File: config.mk
export PLATFORM = sky130hd
export DESIGN_NAME = stcd_decoder
export DESIGN_NICKNAME = d
export VERILOG_FILES = /design/src/stcd_pkg.sv /design/src/stcd_decoder.sv /design/src/stcd_timer.sv
export SDC_FILE = /design/constraint.sdc
export NUM_CORES = 1
export LEC_CHECK = 0
export ABC_AREA = 1
export BUFFER_PORTS_ARGS = -buffer_cell sky130_fd_sc_hd__buf_2
export CAP_MARGIN = 40
export CORE_MARGIN = 2
export CORE_UTILIZATION = 28
export CTS_BUF_LIST = sky130_fd_sc_hd__clkbuf_4 sky130_fd_sc_hd__clkbuf_8 sky130_fd_sc_hd__clkbuf_16
export DETAILED_ROUTE_END_ITERATION = 16
export MAX_ROUTING_LAYER = met4
export PLACE_DENSITY = 0.52
export SKIP_CTS_REPAIR_TIMING = 1
export SLEW_MARGIN = 15
export SYNTH_ARGS = -nofsm -noshare
export SYNTH_HDL_FRONTEND = slang
export SYNTH_SLANG_ARGS = --single-unit
File: constraint.sdc
create_clock -name clk -period 2.7 [get_ports clk]
set_clock_uncertainty 0.15 [all_clocks]
set_input_delay 0.54 -clock clk [delete_from_list [all_inputs] [get_ports clk]]
set_output_delay 0.54 -clock clk [all_outputs]
set_load 0.01 [all_outputs]
File: src/stcd_pkg.sv
// constants shared by the secure tone command decoder
package stcd_pkg;

    // ****************************************************************
    // sizes
    // ****************************************************************
    localparam int NUM_TONES = 7;
    localparam int NUM_CHARS = 21;
    localparam int NUM_POS = 9;
    localparam int NUM_FLAGS = 8;
    localparam int NUM_CMDS = 5;
    localparam int CHAR_W = 5;
    localparam int AGE_W = 5;
    localparam int TMR_W = 24;

    // ****************************************************************
    // timing, as printed or chosen, and cycle counts at 20 MHz
    // ****************************************************************
    localparam int CLK_KHZ = 20000;
    localparam int HOLD_OFF_US = 8500;
    localparam int NINTH_DELAY_US = 8500;
    localparam int WINDOW_US = 25000;
    localparam int INTERVAL_US = 120000;
    localparam int RECOVERY_US = 5000;
    localparam int SETTLE_NS = 1000;
    localparam int CLEAR_NS = 1000;
    // scale the clock first: the interval product would overflow a 32-bit int
    localparam int HOLD_OFF_CYC = HOLD_OFF_US * (CLK_KHZ / 1000);
    localparam int NINTH_DELAY_CYC = NINTH_DELAY_US * (CLK_KHZ / 1000);
    localparam int WINDOW_CYC = WINDOW_US * (CLK_KHZ / 1000);
    localparam int INTERVAL_CYC = INTERVAL_US * (CLK_KHZ / 1000);
    localparam int RECOVERY_CYC = RECOVERY_US * (CLK_KHZ / 1000);
    localparam int SETTLE_CYC = (SETTLE_NS * CLK_KHZ + 999999) / 1000000;
    localparam int CLEAR_CYC = (CLEAR_NS * CLK_KHZ + 999999) / 1000000;

    // ****************************************************************
    // character numbering: tones lo < hi, zero based
    // ****************************************************************
    function automatic int char_index(input int lo, input int hi);
        char_index = lo * (13 - lo) / 2 + hi - lo - 1;
    endfunction : char_index

    // command order: destruct, arm-cutoff, spare one, spare two, safe
    localparam int CMD_FIRST [NUM_CMDS] = '{char_index(0, 1), char_index(1, 2),
        char_index(3, 4), char_index(2, 3), char_index(4, 5)};
    localparam int CMD_SECOND [NUM_CMDS] = '{char_index(0, 2), char_index(1, 3),
        char_index(3, 5), char_index(2, 4), char_index(4, 6)};

endpackage : stcd_pkg

File: src/stcd_decoder.sv
// secure tone command decoder: characters, sequence check, timers, commands
`timescale 1ns/10ps
module stcd_decoder #(
    parameter int NINTH_DELAY_LEN = stcd_pkg::NINTH_DELAY_CYC,
    parameter int HOLD_OFF_LEN = stcd_pkg::HOLD_OFF_CYC,
    parameter int WINDOW_LEN = stcd_pkg::WINDOW_CYC,
    parameter int INTERVAL_LEN = stcd_pkg::INTERVAL_CYC,
    parameter int RECOVERY_LEN = stcd_pkg::RECOVERY_CYC
) (
    // clock and reset
    input wire logic clk,
    input wire logic reset_n,
    // tone detector pulses, asynchronous
    input wire logic [stcd_pkg::NUM_TONES-1:0] tone_det,
    // mission code plug: character number for each address position
    input wire logic [stcd_pkg::NUM_POS-1:0][stcd_pkg::CHAR_W-1:0] code_plug,
    // command outputs and status
    output logic [stcd_pkg::NUM_CMDS-1:0] cmd_out,
    output logic function_window,
    output logic reject_latch,
    output logic false_char,
    output logic message_reset
);
    import stcd_pkg::*;

    // ****************************************************************
    // state
    // ****************************************************************
    typedef struct packed {
        logic [NUM_TONES-1:0] tone_m;
        logic [NUM_TONES-1:0] tone_s;
        logic [NUM_POS-1:0][CHAR_W-1:0] plug_m;
        logic [NUM_POS-1:0][CHAR_W-1:0] plug_s;
        logic [NUM_CHARS-1:0] char_prev;
        logic [NUM_FLAGS-1:0] position_flag;
        logic [NUM_FLAGS-1:0][AGE_W-1:0] age;
        logic first_seen;
        logic reject_latch;
        logic false_q;
        logic reset_q;
        logic win_q;
        logic [NUM_CMDS-1:0] first_function_stage;
        logic [NUM_CMDS-1:0] second_function_stage;
    } stcd_state_type;

    localparam logic [AGE_W-1:0] SETTLE_AGE = AGE_W'(SETTLE_CYC);

    stcd_state_type st_ff;
    stcd_state_type nxt_st;

    logic [NUM_CHARS-1:0] char_lvl;
    logic [NUM_CHARS-1:0] char_pulse;
    logic [NUM_CHARS-1:0] used;
    logic [NUM_POS-1:0] addr_pulse;
    logic [NUM_FLAGS-1:0] flag_eff;
    logic [NUM_FLAGS-1:0] prev_eff;
    logic [NUM_POS-1:0] flag_ext;
    logic [NUM_POS-1:0] oos;
    logic unused_pulse;
    logic false_now;
    logic ninth_ok;
    logic verify;
    logic int_start;
    logic clr_busy;
    logic ninth_done;
    logic hold_done;
    logic win_busy;
    logic int_busy;
    logic int_done;
    logic recov_busy;

    // ****************************************************************
    // character forming and sequence check
    // ****************************************************************

    // pairwise AND of synchronised tones, then rising edges
    always_comb
    begin
        char_lvl = '0;
        for (int lo = 0; lo < NUM_TONES; lo++)
        begin
            for (int hi = lo + 1; hi < NUM_TONES; hi++)
            begin
                char_lvl[char_index(lo, hi)] = st_ff.tone_s[lo] & st_ff.tone_s[hi];
            end
        end
        // edges seen during a clear are dropped, not deferred
        char_pulse = char_lvl & ~st_ff.char_prev & {NUM_CHARS{~clr_busy}};
    end

    // code plug unscrambling; out-of-range plug entries map to nothing
    always_comb
    begin
        used = '0;
        addr_pulse = '0;
        for (int p = 0; p < NUM_POS; p++)
        begin
            if (32'(st_ff.plug_s[p]) < NUM_CHARS)
            begin
                used[st_ff.plug_s[p]] = 1'b1;
                addr_pulse[p] = char_pulse[st_ff.plug_s[p]];
            end
        end
        unused_pulse = |(char_pulse & ~used);
    end

    // settled flags and out-of-sequence detection
    always_comb
    begin
        oos = '0;
        for (int p = 0; p < NUM_FLAGS; p++)
        begin
            flag_eff[p] = st_ff.position_flag[p] && (st_ff.age[p] == SETTLE_AGE);
        end
        // position one has no predecessor; position nine has no flag of its own
        prev_eff = {flag_eff[NUM_FLAGS-2:0], 1'b1};
        flag_ext = {1'b0, st_ff.position_flag};
        for (int p = 1; p < NUM_POS; p++)
        begin
            // a repeat of an accepted character is harmless
            oos[p] = addr_pulse[p] && !flag_eff[p-1] && !flag_ext[p];
        end
        false_now = unused_pulse | (|oos);
        ninth_ok = addr_pulse[NUM_POS-1] && flag_eff[NUM_FLAGS-1] && !false_now;
        verify = ninth_done && int_busy && !st_ff.reject_latch && !false_now;
        int_start = (addr_pulse[0] || (false_now && !st_ff.first_seen)) && !recov_busy;
    end

    // ****************************************************************
    // next state
    // ****************************************************************
    always_comb
    begin
        nxt_st = st_ff;
        // two-flop synchronisers for pins and the plug straps
        nxt_st.tone_m = tone_det;
        nxt_st.tone_s = st_ff.tone_m;
        nxt_st.plug_m = code_plug;
        nxt_st.plug_s = st_ff.plug_m;
        nxt_st.char_prev = char_lvl;
        nxt_st.false_q = false_now;
        nxt_st.reset_q = int_done;
        nxt_st.win_q = win_busy;
        // sequence register
        if (int_done || false_now)
        begin
            nxt_st.position_flag = '0;
            nxt_st.age = '0;
        end
        else
        begin
            for (int p = 0; p < NUM_FLAGS; p++)
            begin
                if (addr_pulse[p] && (prev_eff[p] || st_ff.position_flag[p]))
                    nxt_st.position_flag[p] = 1'b1;
                if (st_ff.position_flag[p] && st_ff.age[p] != SETTLE_AGE)
                    nxt_st.age[p] = st_ff.age[p] + 1'b1;
            end
        end
        // first character seen, cleared with the message
        if (int_done)
            nxt_st.first_seen = 1'b0;
        if (addr_pulse[0] && !false_now)
            nxt_st.first_seen = 1'b1;
        // reject latch: a false event in the expiry cycle still wins
        nxt_st.reject_latch = false_now || (st_ff.reject_latch && !int_done);
        // function stages live only while the window is powered
        if (!win_busy)
        begin
            nxt_st.first_function_stage = '0;
            nxt_st.second_function_stage = '0;
        end
        else
        begin
            for (int c = 0; c < NUM_CMDS; c++)
            begin
                if (char_pulse[CMD_FIRST[c]])
                    nxt_st.first_function_stage[c] = 1'b1;
                if (char_pulse[CMD_SECOND[c]] && st_ff.first_function_stage[c])
                    nxt_st.second_function_stage[c] = 1'b1;
            end
        end
    end

    // state register; power-up leaves every flag clear
    always_ff @(posedge clk or negedge reset_n)
    begin
        if (!reset_n)
            st_ff <= '0;
        else
            st_ff <= nxt_st;
    end

    // ****************************************************************
    // timers
    // ****************************************************************

    // register clear pulse after a false character
    stcd_timer #(.LEN(CLEAR_CYC)) u_clear (
        .clk(clk),
        .reset_n(reset_n),
        .start(false_now),
        .abort(1'b0),
        .busy(clr_busy),
        .done()
    );

    // ninth character delay
    stcd_timer #(.LEN(NINTH_DELAY_LEN)) u_ninth (
        .clk(clk),
        .reset_n(reset_n),
        .start(ninth_ok),
        .abort(int_done),
        .busy(),
        .done(ninth_done)
    );

    // hold-off keeps a ninth character from arming a function stage
    stcd_timer #(.LEN(HOLD_OFF_LEN)) u_hold (
        .clk(clk),
        .reset_n(reset_n),
        .start(verify),
        .abort(int_done),
        .busy(),
        .done(hold_done)
    );

    // function window
    stcd_timer #(.LEN(WINDOW_LEN)) u_window (
        .clk(clk),
        .reset_n(reset_n),
        .start(hold_done),
        .abort(int_done),
        .busy(win_busy),
        .done()
    );

    // message interval
    stcd_timer #(.LEN(INTERVAL_LEN)) u_interval (
        .clk(clk),
        .reset_n(reset_n),
        .start(int_start),
        .abort(1'b0),
        .busy(int_busy),
        .done(int_done)
    );

    // recovery after expiry before the interval may restart
    stcd_timer #(.LEN(RECOVERY_LEN)) u_recovery (
        .clk(clk),
        .reset_n(reset_n),
        .start(int_done),
        .abort(1'b0),
        .busy(recov_busy),
        .done()
    );

    // ****************************************************************
    // outputs, all from flops
    // ****************************************************************
    assign cmd_out = st_ff.second_function_stage;
    assign function_window = st_ff.win_q;
    assign reject_latch = st_ff.reject_latch;
    assign false_char = st_ff.false_q;
    assign message_reset = st_ff.reset_q;
endmodule : stcd_decoder

File: src/stcd_timer.sv
// one-shot interval timer standing in for a monostable
`timescale 1ns/10ps
module stcd_timer #(
    parameter int LEN = 1
) (
    // clock and reset
    input wire logic clk,
    input wire logic reset_n,
    // control
    input wire logic start,
    input wire logic abort,
    // status
    output logic busy,
    output logic done
);
    import stcd_pkg::*;

    // ****************************************************************
    // state
    // ****************************************************************
    typedef struct packed {
        logic [TMR_W-1:0] cnt;
        logic busy;
        logic done;
    } stcd_tmr_state_type;

    localparam logic [TMR_W-1:0] LEN_M1 = TMR_W'(LEN - 1);

    stcd_tmr_state_type st_ff;
    stcd_tmr_state_type nxt_st;

    // busy for LEN cycles, then a one-cycle done; no retrigger while busy
    always_comb
    begin
        nxt_st = st_ff;
        nxt_st.done = 1'b0;
        if (abort)
        begin
            nxt_st.busy = 1'b0;
            nxt_st.cnt = '0;
        end
        else if (st_ff.busy)
        begin
            if (st_ff.cnt == '0)
            begin
                nxt_st.busy = 1'b0;
                nxt_st.done = 1'b1;
            end
            else
            begin
                nxt_st.cnt = st_ff.cnt - 1'b1;
            end
        end
        else if (start)
        begin
            nxt_st.busy = 1'b1;
            nxt_st.cnt = LEN_M1;
        end
    end

    // state register
    always_ff @(posedge clk or negedge reset_n)
    begin
        if (!reset_n)
            st_ff <= '0;
        else
            st_ff <= nxt_st;
    end

    assign busy = st_ff.busy;
    assign done = st_ff.done;

endmodule : stcd_timer

[Word-level counts from Yosys, hierarchy flattened]
Cells that the tools add are included.
Word-level totals
  bits of input ports: 54
  output and inout bits: 9
  bits in registers: 341
Operators by class
  bitwise gates (word level): 36
  reductions and logical operators: 128
  magnitude comparators: 27
  muxes and demuxes: 116
  equal/unequal tests: 32
  $add $sub $neg: 14
Operators by type and width (count)
  25-bit two-way mux: 15
  21-bit two-way mux: 9
  21-bit OR: 8
  24-bit logical NOT: 6
  24-bit two-way mux: 6
  24-bit by 1-bit subtractor with 24-bit output (second input constant): 6
  21-bit AND: 3
  1-bit logical AND: 61
  5-bit by 6-bit less-than comparator with 1-bit output (second input constant): 9
  1-bit two-way mux: 52
  48-bit two-way mux: 1
  1-bit binary-select mux with 5-bit select: 9
  1-bit demux with 5-bit select: 9
  5-bit by 1-bit >= comparator with 1-bit output (second input constant): 9
  5-bit less-than comparator (second input constant): 9
  21-bit NOT: 2
  5-bit by 1-bit adder with 5-bit output (second input constant): 8
  5-bit equality test (second input constant): 8
  5-bit two-way mux: 8
  5-bit != test (second input constant): 8
  2-bit nonzero test: 20
  2-bit != test (second input constant): 13
  1-bit AND: 21
  21-bit OR reduction: 1
  10 further kinds: 52

[Logic depth before layout (Yosys ltp)]
  word-level depth: 30
  mapped depth: 21
  gate-level depth less buffers: 19

[Cells and area by module]
From an unflattened synthesis, not the netlist that was laid out.
Second synthesis, totals
  cells, all modules: 3065
  area, all modules: 20981.4 sq um
Modules (own cells, without submodules)
  stcd_decoder: instances 1, area an instance 10572.6 sq um, cells each 1505
  stcd_timer at u_hold ...: instances 2, area an instance 1701.6 sq um, cells each 261
  stcd_timer at u_recovery: instances 1, area an instance 1778.0 sq um, cells each 248
  stcd_timer at u_window: instances 1, area an instance 1750.4 sq um, cells each 264
  stcd_timer at u_interval: instances 1, area an instance 1745.4 sq um, cells each 267
  stcd_timer at u_clear: instances 1, area an instance 1731.7 sq um, cells each 259

[Worst setup path after synthesis]
No wires, ideal clock.
  path kind: reg2reg
  start: register u_ninth.st_ff[2] in the netlist's numbering
  end: register u_ninth.st_ff[14] in the netlist's numbering
  clock period less this slack: 2502 ps
  slack: 198 ps
  data required time: 2433 ps
  data arrival time: 2235 ps
  stages on the path, launching flop included: 17
  setup time: 117 ps
  cell sequence: dfrtp_1 inv_1 ha_1 nand2_1 nor2_1 nand4_1 nor2_1 nand2_1 nor2_1 nand2_1 nor2_1 nand2_1 nor4_1 nand2_1 buf_2 nand4_1 nand2_1
Between the ends
  longest elaborated chain between the ends: 4
Ends and longest elaborated chain
  from (decl): line stcd_timer.sv:29  | stcd_tmr_state_type st_ff;
  from (signal assigned): line stcd_timer.sv:67  | st_ff <= nxt_st;
  24-bit by 1-bit subtractor with 24-bit output: line stcd_timer.sv:51  | nxt_st.cnt = st_ff.cnt - 1'b1;
  24-bit two-way mux: line stcd_timer.sv:44  | if (st_ff.cnt == '0)
  25-bit two-way mux: line stcd_timer.sv:42  | else if (st_ff.busy)
  25-bit two-way mux: line stcd_timer.sv:37  | if (abort)
Several ways; a longest one is shown, not always the timed one. The select of a mux whose other input is x is not followed.
A chain may end at the register's enable or synchronous reset.

[Worst setup path after layout]
  start: register u_clear.st_ff (netlist bit u_clear.busy)
  end: register st_ff[42] in the netlist's numbering
Between the ends
  longest elaborated chain between the ends: 11
Ends and longest elaborated chain
  from (decl): line stcd_timer.sv:29
  from (signal assigned): line stcd_timer.sv:67
  1-bit NOT *: line stcd_decoder.sv:88  | char_pulse = char_lvl & ~st_ff.char_prev & {NUM_CHARS{~clr_busy}};
  21-bit AND *: line stcd_decoder.sv:88
  1-bit binary-select mux with 5-bit select: line stcd_decoder.sv:101  | addr_pulse[p] = char_pulse[st_ff.plug_s[p]];
  1-bit two-way mux (implied by the code): line stcd_decoder.sv:101
  1-bit two-way mux: line stcd_decoder.sv:98  | if (32'(st_ff.plug_s[p]) < NUM_CHARS)
  1-bit logical AND (2 in a row): line stcd_decoder.sv:121  | oos[p] = addr_pulse[p] && !flag_eff[p-1] && !flag_ext[p];
  8-bit OR reduction: line stcd_decoder.sv:123  | false_now = unused_pulse | (|oos);
  1-bit OR *: line stcd_decoder.sv:123
  via false_now: line stcd_decoder.sv:60  | logic false_now;
  1-bit logical OR *: line stcd_decoder.sv:145  | if (int_done || false_now)
  48-bit two-way mux / 2-bit nonzero test (equally long branches)
  to (signal assigned): line stcd_decoder.sv:191  | st_ff <= nxt_st;
  to (decl): line stcd_decoder.sv:48  | stcd_state_type st_ff;
Mark *: on every way through the listed nets, which the timed path passes. The rest lies on a longest branch. The select of a mux whose other input is x is not followed.

==> summary.txt <==
Status
  – Status: finished with violations
  – Failing checks: negative setup slack

Placement
  – Setup WS pre-CTS: -0.3443 ns
  – Detailed placement HPWL: 48970 um
  – GPL Wtd Cong: 1.027
  – Placed Area: 0.02323 sq mm
  – Cells after DPL: 3897
  – PortBufs: 62

Pwr
  – Maximum vdd drop: 370.9 uV
  – P per Cell Area: 481.6 mW/mm^2
  – Leak: 13.21 nW
  – Overall power: 0.01277 W

Synth
  – Post-synthesis register bit count: 341
  – Ys Warns: 0
  – Synth Cell Area: 0.01944 sq mm
  – Ys async rst share: 100.0%
  – Number of flops mapped to enable cells by yosys: 0
  – Avg Cell Area, Syn: 7.345 sq um
  – Synth Instances: 2647
  – Register area share after synthesis: 43.89%
  – Ys flop type: dfrtp_1
  – Net count after synthesis: 2723
  – Distinct cells, synth: 48

Setup path
  – Data arrival time of the critical path: 3.17 ns
  – Req. time, crit path: 3.04 ns
  – Crit. End Element: flip-flop
  – Startpoint types: flip-flop
  – Crit-path most repeated cell: nand2_2
  – Crit Path Category: reg2reg
  – Max incr delay on CP: 0.49 ns
  – CP Max Fanout: 7
  – Worst-path cell chain: buf_12, nor2_4, nand2_2, clkinvlp_4, buf_6, buf_6, nand2_2, o211ai_1, nand3_1, nor2_2, nand3_1, nand2_2, nor2_4, nand2_4, inv_8, nand2_8, buf_12, nor3b_4
  – Slowest stage cell, crit path: dfrtp_2

Route
  – Routed wl met3: 3697 um
  – Via count: 18910
  – DRC errors left: 0
  – Post-Route WL: 66770 um
  – Vias per inst: 4.673
  – WL met2: 29950 um
  – Routed len/inst: 16.50 um
  – Top layer in use: met4
  – Metal-1 WL: 30480 um
  – Detail Route Antenna Nets: 0
  – Starting DRT DRC Count: 1471
  – 1st-pass router iterations: 6

Clocking
  – Clock buffer count from CTS: 42
  – Clk slew on worst S/H paths: 0.06 ns
  – CTS sink cnt: 341
  – Largest buffer count on any clock path: 3
  – CTS tree: done
  – H-tree depth: 2
  – CTS root buf: clkbuf_16
  – Clk_lat worst skew: 0.59 ns

Finish
  – Layout area overhead: 36.37%
  – Fin area: 0.02651 sq mm
  – Fin cells: 4047
  – Final Net Count: 3159
  – Fraction of layout cells with a size suffix above 1: 24.37%

Timing
  – Setup TNS: -8.891 ns
  – Final Cycle Share: 104.8%
  – Slew HR: 59.29%
  – Fin. Hold Viols: 0
  – Achievable Freq: 353.6 MHz
  – Tmin final: 2.828 ns
  – RSZ-0062 raised after global routing: yes
  – # setup viols final: 126
  – Slew Viols, Final: 0
  – Post-route setup slack: -0.1284 ns
  – Least-Margin Pin Slew: 0.6106 ns

Floorplanning
  – Io pins: 63
  – Die X: 267.5 um
  – Core area: 0.06871 sq mm
  – Site Rows: 96
  – Die height: 267.5 um
  – Initial Util: 28.30%
  – DIE AREA: 0.07156 sq mm

Min path
  – Hold Crit Class: reg2reg

GRT
  – First-pass GRT wire length: 102200 um
  – Tot GR Track Use: 18.85%
  – Vias in the first global route: 18060
  – Initial antenna violation count: 2
  – Largest net degree at the start of global routing: 62
  – Grt total ovfl: 0

Run
  – Max_cap viols: 0
cell usage after synthesis, drive strengths merged (23+ instances only):
cell type | count | area share [%]
o22ai | 23 | 0.74
nor3 | 99 | 2.7
buf | 37 | 1.3
a21oi | 72 | 1.9
inv | 320 | 6.2
o21ai | 136 | 3.5
xor2 | 72 | 3.2
nand4 | 67 | 2.2
nor4 | 25 | 0.80
nand3 | 204 | 5.4
nor2 | 428 | 9.4
dfrtp | 341 | 44
nand2 | 703 | 14
cell families (layout without fill, tap and decap cells):
kind of cell / Yosys count / count (layout) / synth area share [%]
flops: 341 / 341 / 43.89
compound gates: 257 / 257 / 7.111
other cells: 0 / 1 / 0
buf+inv: 382 / 849 / 7.948
xor+xnor: 94 / 94 / 4.234
simple gates: 1551 / 1552 / 35.40
fa+ha+maj: 22 / 22 / 1.416
area by class of cell:
class	instances	area, sq um
fill	7279	42190
multi-input combinational	1925	10170
sequential	341	8549
timing repair buffer	447	3867
inverter	325	1254
clock buffer	56	1205
tap	931	1165
clock inverter	20	290.3
timing repair inverter	1	6.256
antenna	1	2.502
metal layers:
metal | vias to the layer above | track usage, %
met5 | - | -
met4 | 0 | 6.704
met3 | 141 | 2.565
met2 | 511 | 29.25
met1 | 8882 | 25.17
li1 | 9377 | -
layout by cell type, fill, tap and decap left out, types with 5 or more instances in the layout:
| cell type | n |
|---|---|
| a21oi_1 | 68 |
| buf_12 | 22 |
| buf_2 | 62 |
| buf_4 | 276 |
| buf_6 | 23 |
| bufinv_16 | 5 |
| clkbuf_16 | 52 |
| clkbuf_4 | 8 |
| clkbuf_8 | 5 |
| clkinv_2 | 8 |
| clkinvlp_4 | 6 |
| dfrtp_1 | 328 |
| dfrtp_2 | 13 |
| dlygate4sd3_1 | 53 |
| ha_1 | 21 |
| inv_1 | 286 |
| inv_2 | 27 |
| nand2_1 | 597 |
| nand2_2 | 73 |
| nand2_4 | 29 |
| nand2_8 | 5 |
| nand3_1 | 190 |
| nand3_2 | 10 |
| nand3b_1 | 11 |
| nand4_1 | 66 |
| nor2_1 | 354 |
| nor2_2 | 34 |
| nor2_4 | 40 |
| nor3_1 | 82 |
| nor3_2 | 15 |
| nor3b_2 | 6 |
| nor4_1 | 24 |
| o211ai_1 | 7 |
| o21ai_0 | 96 |
| o21ai_1 | 33 |
| o21ai_2 | 7 |
| o22ai_1 | 22 |
| or2_2 | 6 |
| xnor2_1 | 22 |
| xor2_1 | 72 |
worst max-delay path: cells and delay by family, from the launching register on:
kind / cells / cell delay (ns)
flops: 1 / 0.49
simple gates: 11 / 1.09
buf+inv: 6 / 0.94
compound gates: 1 / 0.07
power breakdown:
part	internal, W	switching (W)
clock network	0.00365	0.00231
registers	0.00527	0.000146
logic	0.000581	0.000809
total	0.00951	0.00326
stage by stage:
stage | hold WS (ns) | utilization (%)
6_report | 0.1946 | 38.59
3_3_place_gp | 0.1837 | 33.81
5_1_grt | 0.2028 | 38.59
4_1_cts | -0.2227 | 35.99
3_5_place_dp | 0.1858 | 33.81
2_1_floorplan | 0.09441 | -
final timing paths:
path | startpoint | to | slack [ns] | cells after the start
max reg2reg | u_clear.busy$_DFF_PN0_ | st_ff[42]$_DFFE_PN0P_ | -0.13 | 18
min in group asynchronous | reset_n | st_ff[107]$_DFF_PN0_ | 0.38 | 2
min | nxt_st[180]$_DFF_PN0_ | st_ff[180]$_DFF_PN0_ | 0.19 | 0
min reg2reg | nxt_st[180]$_DFF_PN0_ | st_ff[180]$_DFF_PN0_ | 0.19 | 0
max | u_clear.busy$_DFF_PN0_ | st_ff[42]$_DFFE_PN0P_ | -0.13 | 18
max in group asynchronous | reset_n | nxt_st[110]$_DFF_PN0_ | 1.21 | 4
flip-flops by register name, summed over array words and instances (netlist names), 5 cells and up:
register,count
u_clear.st_ff,24
u_hold.st_ff,24
st_ff,119
u_ninth.st_ff,24
nxt_st,52
u_interval.st_ff,24
cmd_out,5
u_recovery.st_ff,24
flag_ext,8
u_window.st_ff,24
(Power assumes the default switching activity.)
